==> src/rtl/tc2_pkg.sv <==
// Constants, register layout and state types of the second control block.
// Assumes a single 10 MHz system clock; every file but the link interface and the host model imports this package.
package tc2_pkg;

  // Register map: one 16-bit word at word address 0x02
  localparam logic [3:0] CR2_ADDR = 4'h2;
  localparam logic [15:0] CR2_RESET = 16'h4040;

  // Field positions inside the control word
  localparam int POL_HI = 15;
  localparam int POL_LO = 14;
  localparam int PIN_EN_BIT = 13;
  localparam int PIN_LVL_BIT = 12;
  localparam int PIN_DIR_BIT = 11;
  localparam int PIN_POL_BIT = 10;
  localparam int REF_BIT = 9;
  localparam int MEAN_HI = 8;
  localparam int MEAN_LO = 7;
  localparam int RANK_HI = 6;
  localparam int RANK_LO = 5;
  localparam int SRST_BIT = 4;
  localparam int FCD_HI = 3;
  localparam int FCD_LO = 0;

  // Power policy codes
  localparam logic [1:0] PP_OFF = 2'h0;
  localparam logic [1:0] PP_AUTO = 2'h1;
  localparam logic [1:0] PP_ON = 2'h2;
  localparam logic [1:0] PP_AUTO2 = 2'h3;

  // Conversion mode codes from the other control register
  localparam logic [1:0] CM_NONE = 2'h0;
  localparam logic [1:0] CM_SINGLE = 2'h1;
  localparam logic [1:0] CM_SLAVE = 2'h2;
  localparam logic [1:0] CM_MASTER = 2'h3;

  // Channel codes; bit 2 set marks the touch-panel channels
  localparam logic [2:0] CH_TEMP = 3'h1;
  localparam logic [2:0] CH_BATT = 3'h2;
  localparam logic [2:0] CH_AUX = 3'h3;
  localparam logic [2:0] CH_PRS2 = 3'h4;
  localparam logic [2:0] CH_PRS1 = 3'h5;
  localparam logic [2:0] CH_YPOS = 3'h6;
  localparam logic [2:0] CH_XPOS = 3'h7;
  localparam int CH_TOUCH_BIT = 2;

  // First-conversion delay: steps of 128 us at a 10 MHz clock
  localparam int FCD_STEP_US = 128;
  localparam int CLK_MHZ = 10;
  localparam int FCD_STEP_CYC = FCD_STEP_US * CLK_MHZ;

  // Request sequencing states, one-hot
  typedef enum logic [2:0] {
    ST_IDLE = 3'b001,
    ST_WAIT = 3'b010,
    ST_GO = 3'b100
  } tc2_state_e;

endpackage : tc2_pkg

==> src/rtl/tc2_link_if.sv <==
// Carrier between the control block and its delay timer and power decoder.
// Assumes all three modules run on the same clock and reset.
`timescale 1ns/1ns
interface tc2_link_if;
  logic srst; // One-cycle soft reset to all helpers
  logic dly_start; // Start a first-conversion delay
  logic [3:0] dly_code; // Delay length in 128 us steps minus one
  logic dly_done; // One-cycle pulse when the delay has elapsed
  logic [1:0] policy; // Power policy field
  logic [1:0] conv_mode; // Conversion mode from the other register
  logic touch; // Screen touched
  logic adc_need; // Converter is in use or about to be
  logic temp_need; // Temperature channel is in use
  logic adc_pwr; // Registered power enables
  logic osc_pwr;
  logic bias_pwr;
  logic temp_pwr;

  modport ctrl (output srst, dly_start, dly_code, policy, conv_mode, touch,
    adc_need, temp_need, input dly_done, adc_pwr, osc_pwr, bias_pwr,
    temp_pwr);
  modport tmr (input srst, dly_start, dly_code, output dly_done);
  modport pwr (input srst, policy, conv_mode, touch, adc_need, temp_need,
    output adc_pwr, osc_pwr, bias_pwr, temp_pwr);
endinterface : tc2_link_if

==> src/rtl/tc2_delay_timer.sv <==
// First-conversion delay timer: waits (code + 1) steps, then pulses done.
// Assumes start is a one-cycle pulse that only comes while the timer idles.
`timescale 1ns/1ns
module tc2_delay_timer
  import tc2_pkg::*;
#(
  parameter int STEP_CYCLES = FCD_STEP_CYC
) (
  input wire logic clk,
  input wire logic rst_n,
  tc2_link_if.tmr lnk
);

  logic busy_q, busy_d; // Delay in progress
  logic [15:0] cyc_q, cyc_d; // Cycles within the current step
  logic [3:0] stp_q, stp_d; // Steps still to run after this one
  logic done_q, done_d; // Registered completion pulse

  // Step divider and step counter; soft reset abandons a running delay
  always_comb begin
    busy_d = busy_q;
    cyc_d = cyc_q;
    stp_d = stp_q;
    done_d = 1'b0;
    if (lnk.srst) begin
      busy_d = 1'b0;
      cyc_d = 16'h0000;
      stp_d = 4'h0;
    end else if (lnk.dly_start) begin
      busy_d = 1'b1;
      cyc_d = 16'h0000;
      stp_d = lnk.dly_code;
    end else if (busy_q) begin
      if (cyc_q == 16'(STEP_CYCLES - 1)) begin
        // One 128 us step has passed
        cyc_d = 16'h0000;
        if (stp_q == 4'h0) begin
          busy_d = 1'b0;
          done_d = 1'b1;
        end else begin
          stp_d = stp_q - 4'h1;
        end
      end else begin
        cyc_d = cyc_q + 16'h0001;
      end
    end
  end

  // Timer registers
  always_ff @(posedge clk or negedge rst_n) begin
    if (!rst_n) begin
      busy_q <= 1'b0;
      cyc_q <= 16'h0000;
      stp_q <= 4'h0;
      done_q <= 1'b0;
    end else begin
      busy_q <= busy_d;
      cyc_q <= cyc_d;
      stp_q <= stp_d;
      done_q <= done_d;
    end
  end

  assign lnk.dly_done = done_q;

endmodule // tc2_delay_timer

==> src/rtl/tc2_power_ctrl.sv <==
// Power decoder: turns policy, conversion mode and demand into enables.
// Assumes the demand inputs rise before the converter is actually used.
`timescale 1ns/1ns
module tc2_power_ctrl
  import tc2_pkg::*;
(
  input wire logic clk,
  input wire logic rst_n,
  tc2_link_if.pwr lnk
);

  logic adc_q, adc_d; // Converter enable
  logic osc_q, osc_d; // Oscillator enable
  logic bias_q, bias_d; // Bias enable
  logic temp_q, temp_d; // Temperature sensor enable
  logic auto_pol; // Policy 01 and 11 behave alike

  assign auto_pol = (lnk.policy == PP_AUTO) || (lnk.policy == PP_AUTO2);

  // Enables from policy; registered so the analog side sees no glitches
  always_comb begin
    adc_d = 1'b0;
    osc_d = 1'b0;
    bias_d = 1'b0;
    temp_d = 1'b0;
    if (lnk.policy == PP_ON) begin
      // Always on; the sensor still only when needed
      adc_d = 1'b1; // [RL4]
      osc_d = 1'b1; // [RL4]
      bias_d = 1'b1; // [RL4]
      temp_d = lnk.temp_need;
    end else if (auto_pol && lnk.conv_mode == CM_MASTER) begin
      // Converter, clock and bias asleep until a touch or demand wakes them
      adc_d = lnk.touch | lnk.adc_need; // [RL2] [RL13]
      osc_d = lnk.touch | lnk.adc_need; // [RL2]
      bias_d = lnk.touch | lnk.adc_need; // [RL2]
      temp_d = lnk.temp_need; // [RL2]
    end else if (auto_pol) begin
      // Clock and bias stay up to keep time between conversions
      osc_d = 1'b1; // [RL3] [RL13]
      bias_d = 1'b1; // [RL3]
      adc_d = lnk.adc_need; // [RL3]
      temp_d = lnk.temp_need; // [RL3]
    end
    // Policy 00 keeps every default of zero: full shutdown [RL1]
  end

  // Enable registers; soft reset drops them with the rest of the logic
  always_ff @(posedge clk or negedge rst_n) begin
    if (!rst_n) begin
      adc_q <= 1'b0;
      osc_q <= 1'b0;
      bias_q <= 1'b0;
      temp_q <= 1'b0;
    end else if (lnk.srst) begin
      adc_q <= 1'b0;
      osc_q <= 1'b0;
      bias_q <= 1'b0;
      temp_q <= 1'b0;
    end else begin
      adc_q <= adc_d;
      osc_q <= osc_d;
      bias_q <= bias_d;
      temp_q <= temp_d;
    end
  end

  assign lnk.adc_pwr = adc_q;
  assign lnk.osc_pwr = osc_q;
  assign lnk.bias_pwr = bias_q;
  assign lnk.temp_pwr = temp_q;

endmodule // tc2_power_ctrl

==> src/rtl/tc2_control.sv <==
// Second control register of the touch-screen converter and its logic:
// power policy, shared pin, filter sizes, first-conversion delay, reset.
// Assumes a register port driven by the serial interface and a sequencer
// that holds CONV_REQ until it sees CONV_GO or CONV_SKIP.
//
// Functional notes
// RL1 - Policy 00 powers everything fully down
// RL2 - Policy 01/11 master: sleep until touch
// RL3 - Policy 01/11 slave/single: clock, bias stay on
// RL4 - Policy 10: converter, bias, oscillator always on
// RL5 - Bit 13 picks analog channel or pin
// RL6 - Bit 10: pin polarity, 0 low active
// RL7 - Bit 9: 0 ratiometric, 1 single-ended
// RL8 - Bits 8:7 choose averaging count
// RL9 - Bits 6:5 choose median window size
// RL10 - Writing bit 4 high resets logic
// RL11 - Bits 3:0 set delay in 128 us steps
// RL12 - Delay before touch channels and first conversion
// RL13 - Conversion mode steers the power policy
// RL14 - Pin mode ignores auxiliary and battery channels
// RL15 - Bit 11 direction, bit 12 pin data
`timescale 1ns/1ns
module tc2_control
  import tc2_pkg::*;
#(
  parameter int STEP_CYCLES = FCD_STEP_CYC
) (
  input wire logic CLK_SYS,
  input wire logic RESETN,
  input wire logic REG_WR,
  input wire logic REG_RD,
  input wire logic [3:0] REG_ADDR,
  input wire logic [15:0] REG_WDATA,
  output logic [15:0] REG_RDATA,
  input wire logic [1:0] ADC_MODE,
  input wire logic PEN_TOUCH,
  input wire logic CONV_REQ,
  input wire logic [2:0] CONV_CHAN,
  input wire logic CONV_BUSY,
  output logic CONV_GO,
  output logic CONV_SKIP,
  output logic ADC_PWR,
  output logic OSC_PWR,
  output logic BIAS_PWR,
  output logic TEMP_PWR,
  input wire logic GPIO_I,
  output logic GPIO_O,
  output logic GPIO_OE,
  output logic AUX_PIN_ANALOG,
  output logic DIFF_SEL,
  output logic [1:0] MEAN_COUNT,
  output logic [1:0] RANK_SIZE,
  output logic SOFT_RST
);

  tc2_link_if lnk (); // Shared wiring to timer and power decoder
  // New helper signals go into the interface and its modports,
  // not onto extra pins of each helper

  // Register and its fields
  logic [15:0] cr_q, cr_d; // Control word as stored
  logic [1:0] power_policy; // Bits 15:14
  logic pin_en; // Bit 13
  logic shared_pin_level; // Bit 12 as written
  logic pin_dir_in; // Bit 11
  logic shared_pin_polarity; // Bit 10
  logic reference_method_select; // Bit 9
  logic [1:0] sample_mean_count; // Bits 8:7
  logic [1:0] rank_filter_size; // Bits 6:5
  logic [3:0] first_conversion_delay; // Bits 3:0

  // Read path, pin sampling and soft reset pulse
  logic [15:0] rdata_q, rdata_d; // Read data, held until next read
  logic pin_in_q, pin_in_d; // Logical level seen on an input pin
  logic srst_q, srst_d; // One-cycle soft reset
  logic [15:0] rd_word; // Word as seen by a read

  // Request sequencing
  tc2_state_e st_q, st_d; // Sequencer state
  logic first_q, first_d; // A conversion ran since power-up
  logic go_q, go_d; // Registered go pulse
  logic skip_q, skip_d; // Registered skip pulse
  logic ch_touch; // Channel uses the panel
  logic ch_ignored; // Channel dropped while the pin is digital
  logic need_delay; // Settling or power-up wait is due
  logic wr_hit; // Write to this register

  // Field views are plain slices, so every field moves on
  // the same edge as the stored word
  assign power_policy = cr_q[POL_HI:POL_LO];
  assign pin_en = cr_q[PIN_EN_BIT];
  assign shared_pin_level = cr_q[PIN_LVL_BIT];
  assign pin_dir_in = cr_q[PIN_DIR_BIT];
  assign shared_pin_polarity = cr_q[PIN_POL_BIT];
  assign reference_method_select = cr_q[REF_BIT];
  assign sample_mean_count = cr_q[MEAN_HI:MEAN_LO];
  assign rank_filter_size = cr_q[RANK_HI:RANK_LO];
  assign first_conversion_delay = cr_q[FCD_HI:FCD_LO];

  // Only our word address is taken; other writes are ignored
  assign wr_hit = REG_WR && (REG_ADDR == CR2_ADDR);

  // Register write; a write with the reset bit set reloads the default
  // Trade-off: a reset write sets no other field, so the host
  // writes the wanted word afterwards
  always_comb begin
    cr_d = cr_q;
    srst_d = 1'b0;
    if (wr_hit) begin
      if (REG_WDATA[SRST_BIT]) begin
        // Timer, power enables and sequencer restart, this word included
        cr_d = CR2_RESET; // [RL10]
        srst_d = 1'b1; // [RL10]
      end else begin
        cr_d = REG_WDATA;
      end
    end
  end

  // Register storage
  always_ff @(posedge CLK_SYS or negedge RESETN) begin
    if (!RESETN) begin
      cr_q <= CR2_RESET;
      srst_q <= 1'b0;
    end else begin
      cr_q <= cr_d;
      srst_q <= srst_d;
    end
  end

  // Shared pin: polarity maps logical level to the wire both ways
  // The stored data bit is the logical level; an active-low
  // pin carries its inverse
  always_comb begin
    pin_in_d = shared_pin_polarity ? GPIO_I : ~GPIO_I; // [RL6]
  end

  // Pin sample; pin input is synchronous to the system clock
  // Limitation: no synchroniser here, so an asynchronous
  // source needs one in front of this block
  always_ff @(posedge CLK_SYS or negedge RESETN) begin
    if (!RESETN) begin
      pin_in_q <= 1'b0;
    end else begin
      pin_in_q <= pin_in_d;
    end
  end

  // Driven only in pin mode with direction set to output
  assign GPIO_OE = pin_en & ~pin_dir_in; // [RL5] [RL15]
  // Active-low polarity inverts the level on the wire
  assign GPIO_O = shared_pin_polarity ? shared_pin_level
                                      : ~shared_pin_level; // [RL6] [RL15]
  assign AUX_PIN_ANALOG = ~pin_en; // [RL5]

  // Read word: an input pin shows its level in the data bit
  // An output pin reads back the stored bit, not the wire
  always_comb begin
    rd_word = cr_q;
    if (pin_en && pin_dir_in) begin
      rd_word[PIN_LVL_BIT] = pin_in_q; // [RL15]
    end
    // Reset bit acts on write only, so it always reads back as zero
    rd_word[SRST_BIT] = 1'b0;
  end

  // Read data latch; other addresses belong to other registers
  // Registered so the serial side sees a steady word until
  // the next read strobe
  always_comb begin
    rdata_d = rdata_q;
    if (REG_RD) begin
      if (REG_ADDR == CR2_ADDR) begin
        rdata_d = rd_word;
      end else begin
        rdata_d = 16'h0000;
      end
    end
  end

  // Read data register
  always_ff @(posedge CLK_SYS or negedge RESETN) begin
    if (!RESETN) begin
      rdata_q <= 16'h0000;
    end else begin
      rdata_q <= rdata_d;
    end
  end

  // Channel classification for the sequencer request
  // A skip pulse answers dropped channels, so the sequencer
  // never waits on a channel that is not measured
  assign ch_touch = CONV_CHAN[CH_TOUCH_BIT];
  assign ch_ignored = pin_en &&
    ((CONV_CHAN == CH_AUX) || (CONV_CHAN == CH_BATT)); // [RL14]
  // Panel channels settle; the very first conversion waits for power-up
  assign need_delay = ch_touch || !first_q || !ADC_PWR; // [RL12]

  // Sequencer next state; the delay lets the screen and converter settle
  // Idle takes a request, wait runs the timer, go is a dead
  // cycle in which the requester drops its level
  always_comb begin
    st_d = st_q;
    first_d = first_q;
    go_d = 1'b0;
    skip_d = 1'b0;
    case (st_q)
      ST_IDLE: begin
        if (CONV_REQ && ch_ignored) begin
          // Pin is digital, so this channel is not measured
          skip_d = 1'b1; // [RL14]
          st_d = ST_GO;
        end else if (CONV_REQ && need_delay) begin
          st_d = ST_WAIT; // [RL12]
        end else if (CONV_REQ) begin
          go_d = 1'b1;
          first_d = 1'b1;
          st_d = ST_GO;
        end
      end
      ST_WAIT: begin
        if (lnk.dly_done) begin
          go_d = 1'b1; // [RL12]
          first_d = 1'b1;
          st_d = ST_GO;
        end
      end
      ST_GO: begin
        // One cycle for the sequencer to drop its request
        st_d = ST_IDLE;
      end
      default: begin
        st_d = ST_IDLE;
      end
    endcase
    // Losing converter power means the next conversion is a first one
    // A pending request keeps the flag so its own wait is not cut
    if (!ADC_PWR && st_q == ST_IDLE && !CONV_REQ) begin
      first_d = 1'b0;
    end
    // Soft reset overrides every branch above, a go in flight too
    if (srst_q) begin
      st_d = ST_IDLE;
      first_d = 1'b0;
      go_d = 1'b0;
      skip_d = 1'b0;
    end
  end

  // Sequencer registers
  always_ff @(posedge CLK_SYS or negedge RESETN) begin
    if (!RESETN) begin
      st_q <= ST_IDLE;
      first_q <= 1'b0;
      go_q <= 1'b0;
      skip_q <= 1'b0;
    end else begin
      st_q <= st_d;
      first_q <= first_d;
      go_q <= go_d;
      skip_q <= skip_d;
    end
  end

  // Delay starts on the cycle the wait is entered
  // Start is combinational so the timer loads on the same edge
  // as the state change; no cycle is lost at the front
  assign lnk.dly_start = (st_q == ST_IDLE) && (st_d == ST_WAIT);
  assign lnk.dly_code = first_conversion_delay; // [RL11]
  assign lnk.srst = srst_q;
  assign lnk.policy = power_policy; // [RL1]
  assign lnk.conv_mode = ADC_MODE; // [RL13]
  assign lnk.touch = PEN_TOUCH;
  // Demand covers the wait so the converter powers up during it
  assign lnk.adc_need = CONV_BUSY || CONV_REQ || (st_q != ST_IDLE);
  assign lnk.temp_need = CONV_BUSY && (CONV_CHAN == CH_TEMP);

  // Delay timer: counts whole steps of STEP_CYCLES clocks
  tc2_delay_timer #(
    .STEP_CYCLES(STEP_CYCLES)
  ) u_timer (
    .clk(CLK_SYS),
    .rst_n(RESETN),
    .lnk(lnk)
  );

  // Power decoder: registered enables, dropped by soft reset
  tc2_power_ctrl u_power (
    .clk(CLK_SYS),
    .rst_n(RESETN),
    .lnk(lnk)
  );

  // Outputs; filter and reference fields go straight from the register
  // Limitation: these are not frozen during a conversion, so
  // the host changes them only while the sequencer idles
  assign REG_RDATA = rdata_q;
  assign CONV_GO = go_q;
  assign CONV_SKIP = skip_q;
  assign ADC_PWR = lnk.adc_pwr;
  assign OSC_PWR = lnk.osc_pwr;
  assign BIAS_PWR = lnk.bias_pwr;
  assign TEMP_PWR = lnk.temp_pwr;
  assign DIFF_SEL = ~reference_method_select; // [RL7]
  assign MEAN_COUNT = sample_mean_count; // [RL8]
  assign RANK_SIZE = rank_filter_size; // [RL9]
  assign SOFT_RST = srst_q; // [RL10]

endmodule // tc2_control

==> config.mk <==
export PLATFORM = sky130hd
export DESIGN_NAME = tc2_control
export DESIGN_NICKNAME = d
export VERILOG_FILES = /design/src/rtl/tc2_pkg.sv /design/src/rtl/tc2_link_if.sv /design/src/rtl/tc2_delay_timer.sv /design/src/rtl/tc2_power_ctrl.sv /design/src/rtl/tc2_control.sv
export SDC_FILE = /design/constraint.sdc
export NUM_CORES = 1
export LEC_CHECK = 0
export BUFFER_PORTS_ARGS = -buffer_cell sky130_fd_sc_hd__buf_2
export CAP_MARGIN = 10
export CORE_AREA = 4 4 93 78
export CTS_CLUSTER_SIZE = 14
export DETAILED_ROUTE_END_ITERATION = 16
export DIE_AREA = 0 0 97 82
export PLACE_DENSITY = 0.85
export SKIP_CTS_REPAIR_TIMING = 1
export SYNTH_ARGS = -nofsm -noshare
export SYNTH_HDL_FRONTEND = slang
export SYNTH_SLANG_ARGS = --single-unit
==> constraint.sdc <==
create_clock -name CLK_SYS -period 1.57 [get_ports CLK_SYS]
set_input_delay 0.2355 -clock CLK_SYS [delete_from_list [all_inputs] [get_ports CLK_SYS]]
set_output_delay 0.2355 -clock CLK_SYS [all_outputs]
set_load 0.01 [all_outputs]
# [After elaboration in Yosys (flattened, before gate mapping)]
# Cells that the tools add are included.
[totals] out_inout_bits=31 regBits=65
[op_classes] addsub=2 eq_ne=18 n_reduce_logical=25 mux=60 bitwise=7
[op_table] op="2-to-1 mux 16 bit" count=6
[op_table] op="2-to-1 mux 1 bit" count=41
[op_table] op="2-to-1 mux 4 bit" count=5
[op_table] op="adder 16 x 1 -> 16 bit, second input constant" count=1
[op_table] op="equality test 16 x 11 -> 1 bit, second input constant" count=1
[op_table] op="inequality test 4 x 3 -> 1 bit, second input constant" count=4
[op_table] op="2-to-1 mux 3 bit" count=5
[op_table] op="equality test 3 x 2 -> 1 bit, second input constant" count=4
[op_table] op="logical AND 1 bit" count=10
[op_table] op="equality test 2 bit, second input constant" count=3
[op_table] op="equality test 3 x 1 -> 1 bit, second input constant" count=2
[op_table] op="logical OR 1 bit" count=6
[op_table] op="case mux 3 bit (2 select lines)" count=1
[op_table] op="nonzero test 3 bit" count=2
[op_table] op="NOT 1 bit" count=5
[op_table] op="AND reduction 5 bit" count=1
[op_table] op="equality test 4 x 2 -> 1 bit, second input constant" count=1
[op_table] op="logical NOT 4 bit" count=1
[op_table] op="case mux 1 bit (2 select lines)" count=2
[op_table] op="nonzero test 4 bit" count=1
[op_table] op="subtractor 4 x 1 -> 4 bit, second input constant" count=1
[op_table] op="logical NOT 1 bit" count=3
[op_table] op="inequality test 3 x 1 -> 1 bit, second input constant" count=1
[op_table] op="inequality test 3 bit, second input constant" count=1
[op_table] op="4 further kinds" count=4

# [Logic depth before layout (Yosys ltp)]
# Gate-level depths: netlist of the first run.
[depth] word_depth=12 depth_mapped=6 depth_no_buf=6

# [Modules after synthesis]
# A second synthesis of the first run with hierarchy kept.
[hier_totals] hier_cells=277 hier_area_um2=3095.5
[by_module_without_submodules] mod="tc2_control" seq_area_each_um2=954.7 area_per_inst_um2=1727.9 n_inst=1 cells_per_inst=135
[by_module_without_submodules] mod="tc2_delay_timer" seq_area_each_um2=550.5 area_per_inst_um2=1229.9 n_inst=1 cells_per_inst=131
[by_module_without_submodules] mod="tc2_power_ctrl" seq_area_each_um2=75.1 area_per_inst_um2=137.6 n_inst=1 cells_per_inst=11

# [Worst setup path after synthesis of the first run]
# Ideal clock, no wire load.
[synth_timing] path_type="register to register" from="register u_timer.cyc_q[0]" to="register u_timer.cyc_q[14]" setup_time_ps=78 t_arrival_ps=1516 required_time_ps=1492 stages_incl_launch_ff=6 setup_slack_ps=-25 synth_period_minus_slack_ps=1595 path_buffers=0 path_cell_list="dfrtp_1 > ha_1 > and3_1 > nand2_2 > or4_1 > a21oi_1"
[synth_between] elab_chain_cells=5 elab_cells_between_ends=6
[synth_rtl] item="start, declared" line_no="tc2_delay_timer.sv:15" source="logic [15:0] cyc_q, cyc_d;"
[synth_rtl] item="start signal, assigned" line_no="tc2_delay_timer.sv:58" source="cyc_q <= cyc_d;"
[synth_rtl] item="adder 16 x 1 -> 16 bit or equality test 16 x 11 -> 1 bit (tied branches)" line_no="tc2_delay_timer.sv:44, tc2_delay_timer.sv:34"
[synth_rtl] item="2-to-1 mux 16 bit (*)" line_no="tc2_delay_timer.sv:34" source="if (cyc_q == 16'(STEP_CYCLES - 1)) begin"
[synth_rtl] item="2-to-1 mux 16 bit (*)" line_no="tc2_delay_timer.sv:33" source="end else if (busy_q) begin"
[synth_rtl] item="2-to-1 mux 16 bit (*)" line_no="tc2_delay_timer.sv:29" source="end else if (lnk.dly_start) begin"
[synth_rtl] item="2-to-1 mux 16 bit (*)" line_no="tc2_delay_timer.sv:25" source="if (lnk.srst) begin"
# Every way passes the cells marked *; elsewhere a longest branch is shown, timed or not. The select of a mux whose other input is x is not followed.
# A chain may end at the register's enable or synchronous reset.

# [Worst setup path in the final report of the first run]
[layout_timing] from="register u_timer.cyc_q[1]" to="register u_timer.cyc_q[14]"
# The elaborated chain is that of the path after synthesis.

==> out/results.ini, run 1 <==
[drt]
vias = 2799
first_pass_iters = 5
wl_per_cell_um = 15.7
drc = 0
finalWirelength_mm = 8.03
ant_nets = 0
drt-initial-drc-count = 228
routed_via_density = 5.46

[worst_setup_path]
endpoint = u_timer.cyc_q[14]
cp_cell_sequence = ha_4 -> and3_4 -> nand2_2 -> or4_1 -> a21oi_1
timing.rr.start = u_timer.cyc_q[1]
cp.required_ns = 1.85
cp-end-kind = flop
crit_start = u_timer.cyc_q[1]
start_kind = flop
cpMaxStageDelayCell = or4_1
crit_type = flop to flop
r2r-end = u_timer.cyc_q[14]
r2r_slack_ns = -0.05
critPathMaxStageDelay_ns = 0.50
cp_max_fo = 5
r2r.worst_path.cells = 5
arrival_ns = 1.89

[pwr]
p_total_w = 0.00525
p_leak_nw = 1.89
powerDensity_nw_per_um2 = 1290
peakVddDrop_v = 0.000618

[sta]
finalCriticalPeriod_ns = 1.62
slew_violations = 0
max_freq_mhz = 619
finalCritPeriodShare_pct = 103
finalHoldViolations = 0
grt_setup_unrepaired = true
tns_ns = -0.130
fin_worst_skew_ns = 0.00589
worst_slack_ns = -0.0451
setup-violations-final = 9
hold_ws_ns = 0.0841

[cells_and_area]
fillers = 485
layout_commonest_cell = buf_2
nNetsFinal = 459
final_cell_mix = buf_2 (62), dfrtp_1 (59), nand2_1 (54), buf_4 (33), o21ai_0 (27)
antenna_cells = 0
drive_gt1_share_pct = 35.9
area_growth_pct = 34.0

[clocking]
cts_max_level = 3
cts_buffer_depth = 2
clkTransAtPathRegs_ns = 0.08
cts_made_buffers = 9
cts_tree = yes
cts.sinks = 63
clk_latency_ns = 0.34
root_buffer = clkbuf_8

[floorplan]
ios = 64
core_sq_um = 6280
fp.dieArea_sq_um = 7950
initial_core_util_pct = 48.3
die_h_um = 82
rows = 26
dieWidth_um = 97

[global_route]
grt_pass1_wl_mm = 13.2
grt_antenna_before_repair = 0
grt_start_max_net_pins = 64
overflow = 0
grt_use_total_pct = 20.8
grt_pass1_vias = 2817

[place]
gp_congestion = 0.902
dp_slack_ns = -0.0547
hpwlAfterDp_mm = 5.44
portBuffers = 62

[synth]
synth_area_sq_um = 3030
synth_flop_cell = dfrtp_1
ys_seq_elements = 63
synth_area_leaders = dfrtp_1 (50%), nand2_1 (6.7%), o21ai_0 (4.8%)
yosys.area.top_type = dfrtp_1
yosysWarnings = 0
synth-edff-count = 0
syn_inst = 324
async_flop_share_pct = 100
avgSynthCellArea_sq_um = 9.36
syn_nets = 359
synth_top_area_share_pct = 49.5
seq_area_frac_synth_pct = 52.1
ys_types = 51

[hold_path]
min_path_type = input port to flop
min_from = GPIO_I

[run]
maxCapViolCount = 0

[status]
outcome = finished with violations
violations = negative setup slack

==> per-layer routing <==
layer  GRT usage (%)  share of wire [%]  up-vias
li1                -                  -     1320
met1            26.1                 43     1387
met2            35.5                 51       83
met3            4.75                4.5        9
met4            7.85                1.4        0
met5               0                  0        -
==> worst max-delay path: cells and delay by family, from the launching register on <==
kind                       cells  cell delay, ns
AOI/OAI and AO/OA              1            0.15
DFF                            1            0.42
adders and majority gates      1            0.19
and+or+nand+nor                3            0.79
==> cells in the mapped netlist (all sizes together), types with 2 or more instances <==
master / n
a21oi: 13
a22oi: 2
a41o: 2
and2: 2
and3: 3
and4: 2
buf: 9
clkbuf: 5
dfrtp: 60
dfstp: 3
ha: 2
inv: 22
nand2: 55
nand2b: 6
nand3: 14
nand4: 10
nor2: 21
nor2b: 2
nor3: 8
nor4: 8
nor4b: 2
o21ai: 34
o311ai: 3
o31ai: 2
or2: 2
or3: 7
xnor2: 7
xor2: 5
==> final cells by class <==
cell class / instances / area, sq um / share of cell area, %
tap: 84 / 105 / 2.59
multi-input combinational: 225 / 1420 / 34.9
clock inverter: 7 / 96.3 / 2.37
clock buffer: 9 / 124 / 3.05
inverter: 22 / 82.6 / 2.03
sequential: 63 / 1580 / 38.9
timing repair buffer: 103 / 656 / 16.1
==> sequential cells by signal, indices dropped and copies added (netlist names), 3 cells and up <==
name / count
st_q: 3
REG_RDATA: 15
cr_q: 15
u_timer.stp_q: 4
u_timer.cyc_q: 16
==> cells by family after synthesis <==
family	Yosys count	share of synthesized area (%)
adder cells (fa/ha/maj)	2	0.825
flip-flops	63	52.1
buffers and inverters	36	5.32
other	1	0.124
multiplexers	1	0.371
AO/OA/AOI/OAI	62	12.4
AND/OR/NAND/NOR	147	25.4
XOR/XNOR	12	3.47
==> stage by stage <==
step                util, %  area [sq um]  std cells
floorplan                 -          3040        324
global placement       58.2          3650        491
detailed placement     58.2          3650        491
CTS                    61.7          3870        507
global route           64.7          4060        513
finish                 64.7          4060        513
==> report_power, final <==
group          internal (W)  switching, W
registers           0.00186      0.000232
logic              0.000743      0.000842
clock network      0.000895      0.000678
total               0.00350       0.00175
==> worst min path at each step <==
stage	end	slack, ns	cells past startpoint
global route	pin_in_q	0.06	2
detailed placement	REG_RDATA[8]	0.27	2
finish	pin_in_q	0.08	2
global placement	REG_RDATA[5]	0.27	2
CTS	cr_q[9]	-0.10	2
floorplan	CONV_GO	-0.06	0
Note: power is estimated with default switching activity, not from simulation.
==> run 2: changes to the inputs <==
--- a/config.mk
+++ b/config.mk
@@ -7,11 +7,12 @@
 export LEC_CHECK = 0
 export BUFFER_PORTS_ARGS = -buffer_cell sky130_fd_sc_hd__buf_2
 export CAP_MARGIN = 10
-export CORE_AREA = 4 4 93 78
+export CORE_AREA = 5 5 94 79
 export CTS_CLUSTER_SIZE = 14
 export DETAILED_ROUTE_END_ITERATION = 16
-export DIE_AREA = 0 0 97 82
+export DIE_AREA = 0 0 99 84
 export PLACE_DENSITY = 0.85
+export REMOVE_ABC_BUFFERS = 1
 export SKIP_CTS_REPAIR_TIMING = 1
 export SYNTH_ARGS = -nofsm -noshare
 export SYNTH_HDL_FRONTEND = slang
==> out/results.ini, run 2 (same netlist as run 1, synthesis figures left out) <==
[status]
outcome = finished with violations  ; unchanged
violations = negative setup slack  ; unchanged

[floorplan]
initial_core_util_pct = 46.5  ; was 48.3%
die_h_um = 84  ; was 82 um
core_sq_um = 6520  ; was 6280 sq um
fp.dieArea_sq_um = 8320  ; was 7950 sq um
ios = 64  ; unchanged
dieWidth_um = 99  ; was 97 um
rows = 27  ; was 26

[place]
hpwlAfterDp_mm = 5.36  ; was 5.44 mm
portBuffers = 62  ; unchanged
placed_area_sq_um = 3650  ; about the same
gp_congestion = 0.947  ; was 0.902

[sta]
tns_ns = -0.00458  ; was -0.130 ns
max_freq_mhz = 635  ; was 619 MHz
slew_violations = 0  ; unchanged
setup-violations-final = 1  ; was 9
fin_worst_skew_ns = 0.0104  ; was 0.00589 ns
worst_slack_ns = -0.00458  ; was -0.0451 ns
finalCriticalPeriod_ns = 1.57  ; was 1.62 ns
finalHoldViolations = 0  ; unchanged
finalCritPeriodShare_pct = 100  ; was 103%
grt_setup_unrepaired = true  ; unchanged

[drt]
ant_nets = 0  ; unchanged
first_pass_iters = 4  ; was 5
routed_via_density = 5.33  ; was 5.46
vias = 2746  ; was 2,799
drt-initial-drc-count = 176  ; was 228
finalWirelength_mm = 7.76  ; was 8.03 mm
drc = 0  ; unchanged
wl_per_cell_um = 15.1  ; was 15.7 um

[cells_and_area]
nNetsFinal = 458  ; was 459
final_cell_mix = buf_2 (62), dfrtp_1 (60), nand2_1 (54), buf_4 (33), o21ai_0 (28)  ; was buf_2 (62), dfrtp_1 (59), nand2_1 (54), buf_4 (33), o21ai_0 (27)
final_area_sq_um = 4030  ; was 4060 sq um
largest-register = u_timer.cyc_q  ; unchanged
drive_gt1_share_pct = 35.0  ; was 35.9%
antenna_cells = 0  ; unchanged
layout_commonest_cell = buf_2  ; unchanged
area_growth_pct = 32.9  ; was 34.0%
largest_reg_flops = 16  ; unchanged

[global_route]
grt_pass1_wl_mm = 12.5  ; was 13.2 mm
busiest_layer = met2  ; unchanged
grt_pass1_vias = 2745  ; was 2,817
grt_start_max_net_pins = 64  ; unchanged
grt_util_met1_pct = 23.1  ; was 26.1%
grt_use_total_pct = 18.5  ; was 20.8%
overflow = 0  ; unchanged
use_met2_pct = 30.5  ; was 35.5%
grt_antenna_before_repair = 0  ; unchanged
met3_usage_pct = 3.68  ; was 4.75%

[pwr]
intPower_w = 0.00322  ; was 0.00350 W
swShare_pct = 34.3  ; was 33.3%
powerDensity_nw_per_um2 = 1220  ; was 1290 nW/um^2
p_leak_nw = 1.89  ; about the same
p_total_w = 0.00491  ; was 0.00525 W
seq_power_share_pct = 42.7  ; was 39.9%
power.share.clock_pct = 25.5  ; was 29.9%
comb_power_share_pct = 31.8  ; was 30.2%
switchingPower_w = 0.00168  ; was 0.00175 W
peakVddDrop_v = 0.000482  ; was 0.000618 V

[worst_setup_path]
start_kind = flop  ; unchanged
crit_type = flop to flop  ; unchanged
r2r.worst_path.cells = 6  ; was 5
cp.required_ns = 1.79  ; was 1.85 ns
arrival_ns = 1.80  ; was 1.89 ns
cp_max_fo = 4  ; was 5
cp-end-kind = flop  ; unchanged

[clocking]
root_buffer = clkbuf_8  ; unchanged
cts_tree = yes  ; unchanged
cts_made_buffers = 9  ; unchanged
clkTransAtPathRegs_ns = 0.08  ; about the same
cts_max_level = 3  ; unchanged
clk_latency_ns = 0.34  ; about the same
cts_buffer_depth = 2  ; unchanged
cts.sinks = 63  ; unchanged

[hold_path]
hold_depth = 2  ; unchanged
min_path_type = input port to flop  ; unchanged

[run]
maxCapViolCount = 0  ; unchanged

run 2: critical path: stages, from the launching register on:
cell	delay (ns)
dfrtp_1	0.41
ha_4	0.17
nand3_1	0.16
buf_4	0.20
nor2_1	0.12
nand4_1	0.13
a32o_1	0.28
run 2: area by class of cell:
class / count / area, sq um
Clock buffer: 11 / 141
Clock inverter: 5 / 33.8
Fill cell: 528 / 2490
Inverter: 22 / 82.6
Multi-Input combinational cell: 225 / 1420
Sequential cell: 63 / 1580
Tap cell: 87 / 109
Timing Repair Buffer: 102 / 662
run 2: metal layers:
| layer | part of all wire [%] | wire length [um] |
|---|---|---|
| met4 | 1.2 | 93 |
| met1 | 42 | 3290 |
| met3 | 5.1 | 395 |
| met5 | 0 | 0 |
| met2 | 51 | 3980 |
run 2: power by group through the flow:
stage	Combinational, W	Sequential, W	Clock [W]
2_1_floorplan	0.000683	0.00210	0
3_3_place_gp	0.00121	0.00206	0
3_5_place_dp	0.00128	0.00209	0
4_1_cts	0.00129	0.00206	0.00127
5_1_grt	0.00171	0.00213	0.00135
6_report	0.00156	0.00209	0.00125
run 2: through the flow:
stage,utilization (%),cells,hold WS [ns],setup WS (ns)
after floorplan,-,310,-0.0601,-0.0246
after global placement,56.0,493,0.271,-0.0203
after detailed placement,56.0,493,0.275,-0.123
after CTS,58.7,509,-0.0994,-0.119
after global routing,61.8,515,0.0520,-0.0965
final,61.8,515,0.0690,-0.00458
run 2: final timing paths:
path | to | startpoint | slack, ns
max | u_timer.stp_q[1] | u_timer.cyc_q[0] | -0.005
min | pin_in_q | GPIO_I | 0.07
max reg2reg | u_timer.stp_q[1] | u_timer.cyc_q[0] | -0.005
max in group asynchronous | cr_q[14] | RESETN | 0.84
min in group asynchronous | REG_RDATA[14] | RESETN | 0.43
min reg2reg | REG_RDATA[9] | cr_q[9] | 0.49
==> run 3: changes to the inputs <==
--- a/config.mk
+++ b/config.mk
@@ -14,6 +14,7 @@
 export PLACE_DENSITY = 0.85
 export REMOVE_ABC_BUFFERS = 1
 export SKIP_CTS_REPAIR_TIMING = 1
+export SKIP_LAST_GASP = 1
 export SYNTH_ARGS = -nofsm -noshare
 export SYNTH_HDL_FRONTEND = slang
 export SYNTH_SLANG_ARGS = --single-unit
==> out/results.ini, run 3 (same netlist as run 1, synthesis figures left out) <==
[sta]
fin_worst_skew_ns = 0.00838  ; was 0.0104 ns
finalCriticalPeriod_ns = 1.63  ; was 1.57 ns
finalCritPeriodShare_pct = 104  ; was 100%
tns_ns = -0.0553  ; was -0.00458 ns
finalHoldViolations = 0  ; unchanged
grt_setup_unrepaired = true  ; unchanged
worst_slack_ns = -0.0553  ; was -0.00458 ns
max_freq_mhz = 615  ; was 635 MHz
hold_ws_ns = 0.0700  ; was 0.0690 ns
setup-violations-final = 1  ; unchanged
slew_violations = 0  ; unchanged

[floorplan]
die_h_um = 84  ; unchanged
fp.dieArea_sq_um = 8320  ; unchanged
rows = 27  ; unchanged
dieWidth_um = 99  ; unchanged
ios = 64  ; unchanged
core_sq_um = 6520  ; unchanged
initial_core_util_pct = 46.5  ; unchanged

[worst_setup_path]
critPathMaxStageDelay_ns = 0.41  ; about the same
cp_max_fo = 4  ; unchanged
cp-end-kind = flop  ; unchanged
crit_type = flop to flop  ; unchanged
cp.required_ns = 1.80  ; was 1.79 ns
cpMaxStageDelayCell = dfrtp_1  ; unchanged
r2r.worst_path.cells = 6  ; unchanged
cp_cell_sequence = ha_4 -> nand3_1 -> buf_4 -> nor2_1 -> nand4_1 -> a32o_1  ; unchanged
start_kind = flop  ; unchanged
arrival_ns = 1.85  ; was 1.80 ns

[place]
dp_slack_ns = -0.123  ; unchanged
placed_area_sq_um = 3650  ; unchanged
portBuffers = 62  ; unchanged
gp_congestion = 0.947  ; unchanged
hpwlAfterDp_mm = 5.36  ; unchanged

[pwr]
powerDensity_nw_per_um2 = 1220  ; about the same
p_leak_nw = 1.87  ; was 1.89 nW
p_total_w = 0.00491  ; about the same
peakVddDrop_v = 0.000479  ; was 0.000482 V

[clocking]
clkTransAtPathRegs_ns = 0.07  ; was 0.08 ns
root_buffer = clkbuf_8  ; unchanged
cts.sinks = 63  ; unchanged
cts_made_buffers = 9  ; unchanged
cts_tree = yes  ; unchanged
cts_buffer_depth = 2  ; unchanged
cts_max_level = 3  ; unchanged
clk_latency_ns = 0.34  ; about the same

[drt]
first_pass_iters = 5  ; was 4
drc = 0  ; unchanged
drt-initial-drc-count = 223  ; was 176
ant_nets = 0  ; unchanged
vias = 2786  ; was 2,746
wl_per_cell_um = 15.1  ; about the same
routed_via_density = 5.41  ; was 5.33
finalWirelength_mm = 7.79  ; was 7.76 mm

[cells_and_area]
final_cell_mix = buf_2 (62), dfrtp_1 (60), nand2_1 (54), buf_4 (34), o21ai_0 (28)  ; was buf_2 (62), dfrtp_1 (60), nand2_1 (54), buf_4 (33), o21ai_0 (28)
largest-register = u_timer.cyc_q  ; unchanged
area_growth_pct = 32.6  ; was 32.9%
largest_reg_flops = 16  ; unchanged
nNetsFinal = 458  ; unchanged
fillers = 531  ; was 528
final_area_sq_um = 4020  ; was 4030 sq um
antenna_cells = 0  ; unchanged
drive_gt1_share_pct = 35.0  ; unchanged
multi_input_area_sq_um = 1410  ; was 1420 sq um
layout_commonest_cell = buf_2  ; unchanged
seq_area_sq_um = 1580  ; unchanged

[global_route]
grt_antenna_before_repair = 0  ; unchanged
grt_pass1_vias = 2745  ; unchanged
grt_use_total_pct = 18.5  ; unchanged
grt_start_max_net_pins = 64  ; unchanged
overflow = 0  ; unchanged
grt_pass1_wl_mm = 12.5  ; unchanged

[hold_path]
min_path_type = input port to flop  ; unchanged
hold_depth = 2  ; unchanged

[status]
violations = negative setup slack  ; unchanged
outcome = finished with violations  ; unchanged

[run]
maxCapViolCount = 0  ; unchanged

run 3: cell counts in the layout (fill, tap and decap cells not counted):
Identical to the previous run, type by type.
run 3: path summary, 6_finish.rpt:
path	start	to	slack, ns
min in group asynchronous	RESETN	REG_RDATA[14]	0.43
worst min register to register	cr_q[9]	REG_RDATA[9]	0.49
worst max register to register	u_timer.cyc_q[0]	u_timer.stp_q[1]	-0.06
worst max-delay path	u_timer.cyc_q[0]	u_timer.stp_q[1]	-0.06
max in group asynchronous	RESETN	cr_q[14]	0.83
worst min-delay path	GPIO_I	pin_in_q	0.07
run 3: layout make-up:
type	instances	share of cell area (%)
clock buffers	11	3.52
repair buffers	102	16.4
multi-input cells	225	35.2
well taps	87	2.71
inverters	22	2.05
clock inverters	5	0.841
flip-flops and latches	63	39.3
run 3: metal layers:
layer  share of wire [%]  vias up  GRT usage, %
met3                 6.3        7          3.68
li1                    -     1323             -
met2                  51       97          30.5
met1                  41     1359          23.1
met5                   0        -             0
met4                 1.2        0          8.68
run 3: worst max-delay path: cells and delay by family (launching register included):
family                     cells  cell delay (ns)
adders and majority gates      1             0.17
and+or+nand+nor                3             0.45
DFF                            1             0.41
buffers and inverters          1             0.21
AOI/OAI and AO/OA              1             0.27
run 3: metrics by stage:
stage	util, %	instances
final	61.6	515
after global placement	56.0	493
after CTS	58.7	509
after global routing	61.6	515
after floorplan	-	310
after detailed placement	56.0	493
run 3: power by group:
group	total, W	internal [W]	leakage (nW)	switching, W
clock	0.00125	0.000613	0.0853	0.000638
combinational	0.00156	0.000749	0.952	0.000814
sequential	0.00210	0.00186	0.838	0.000233
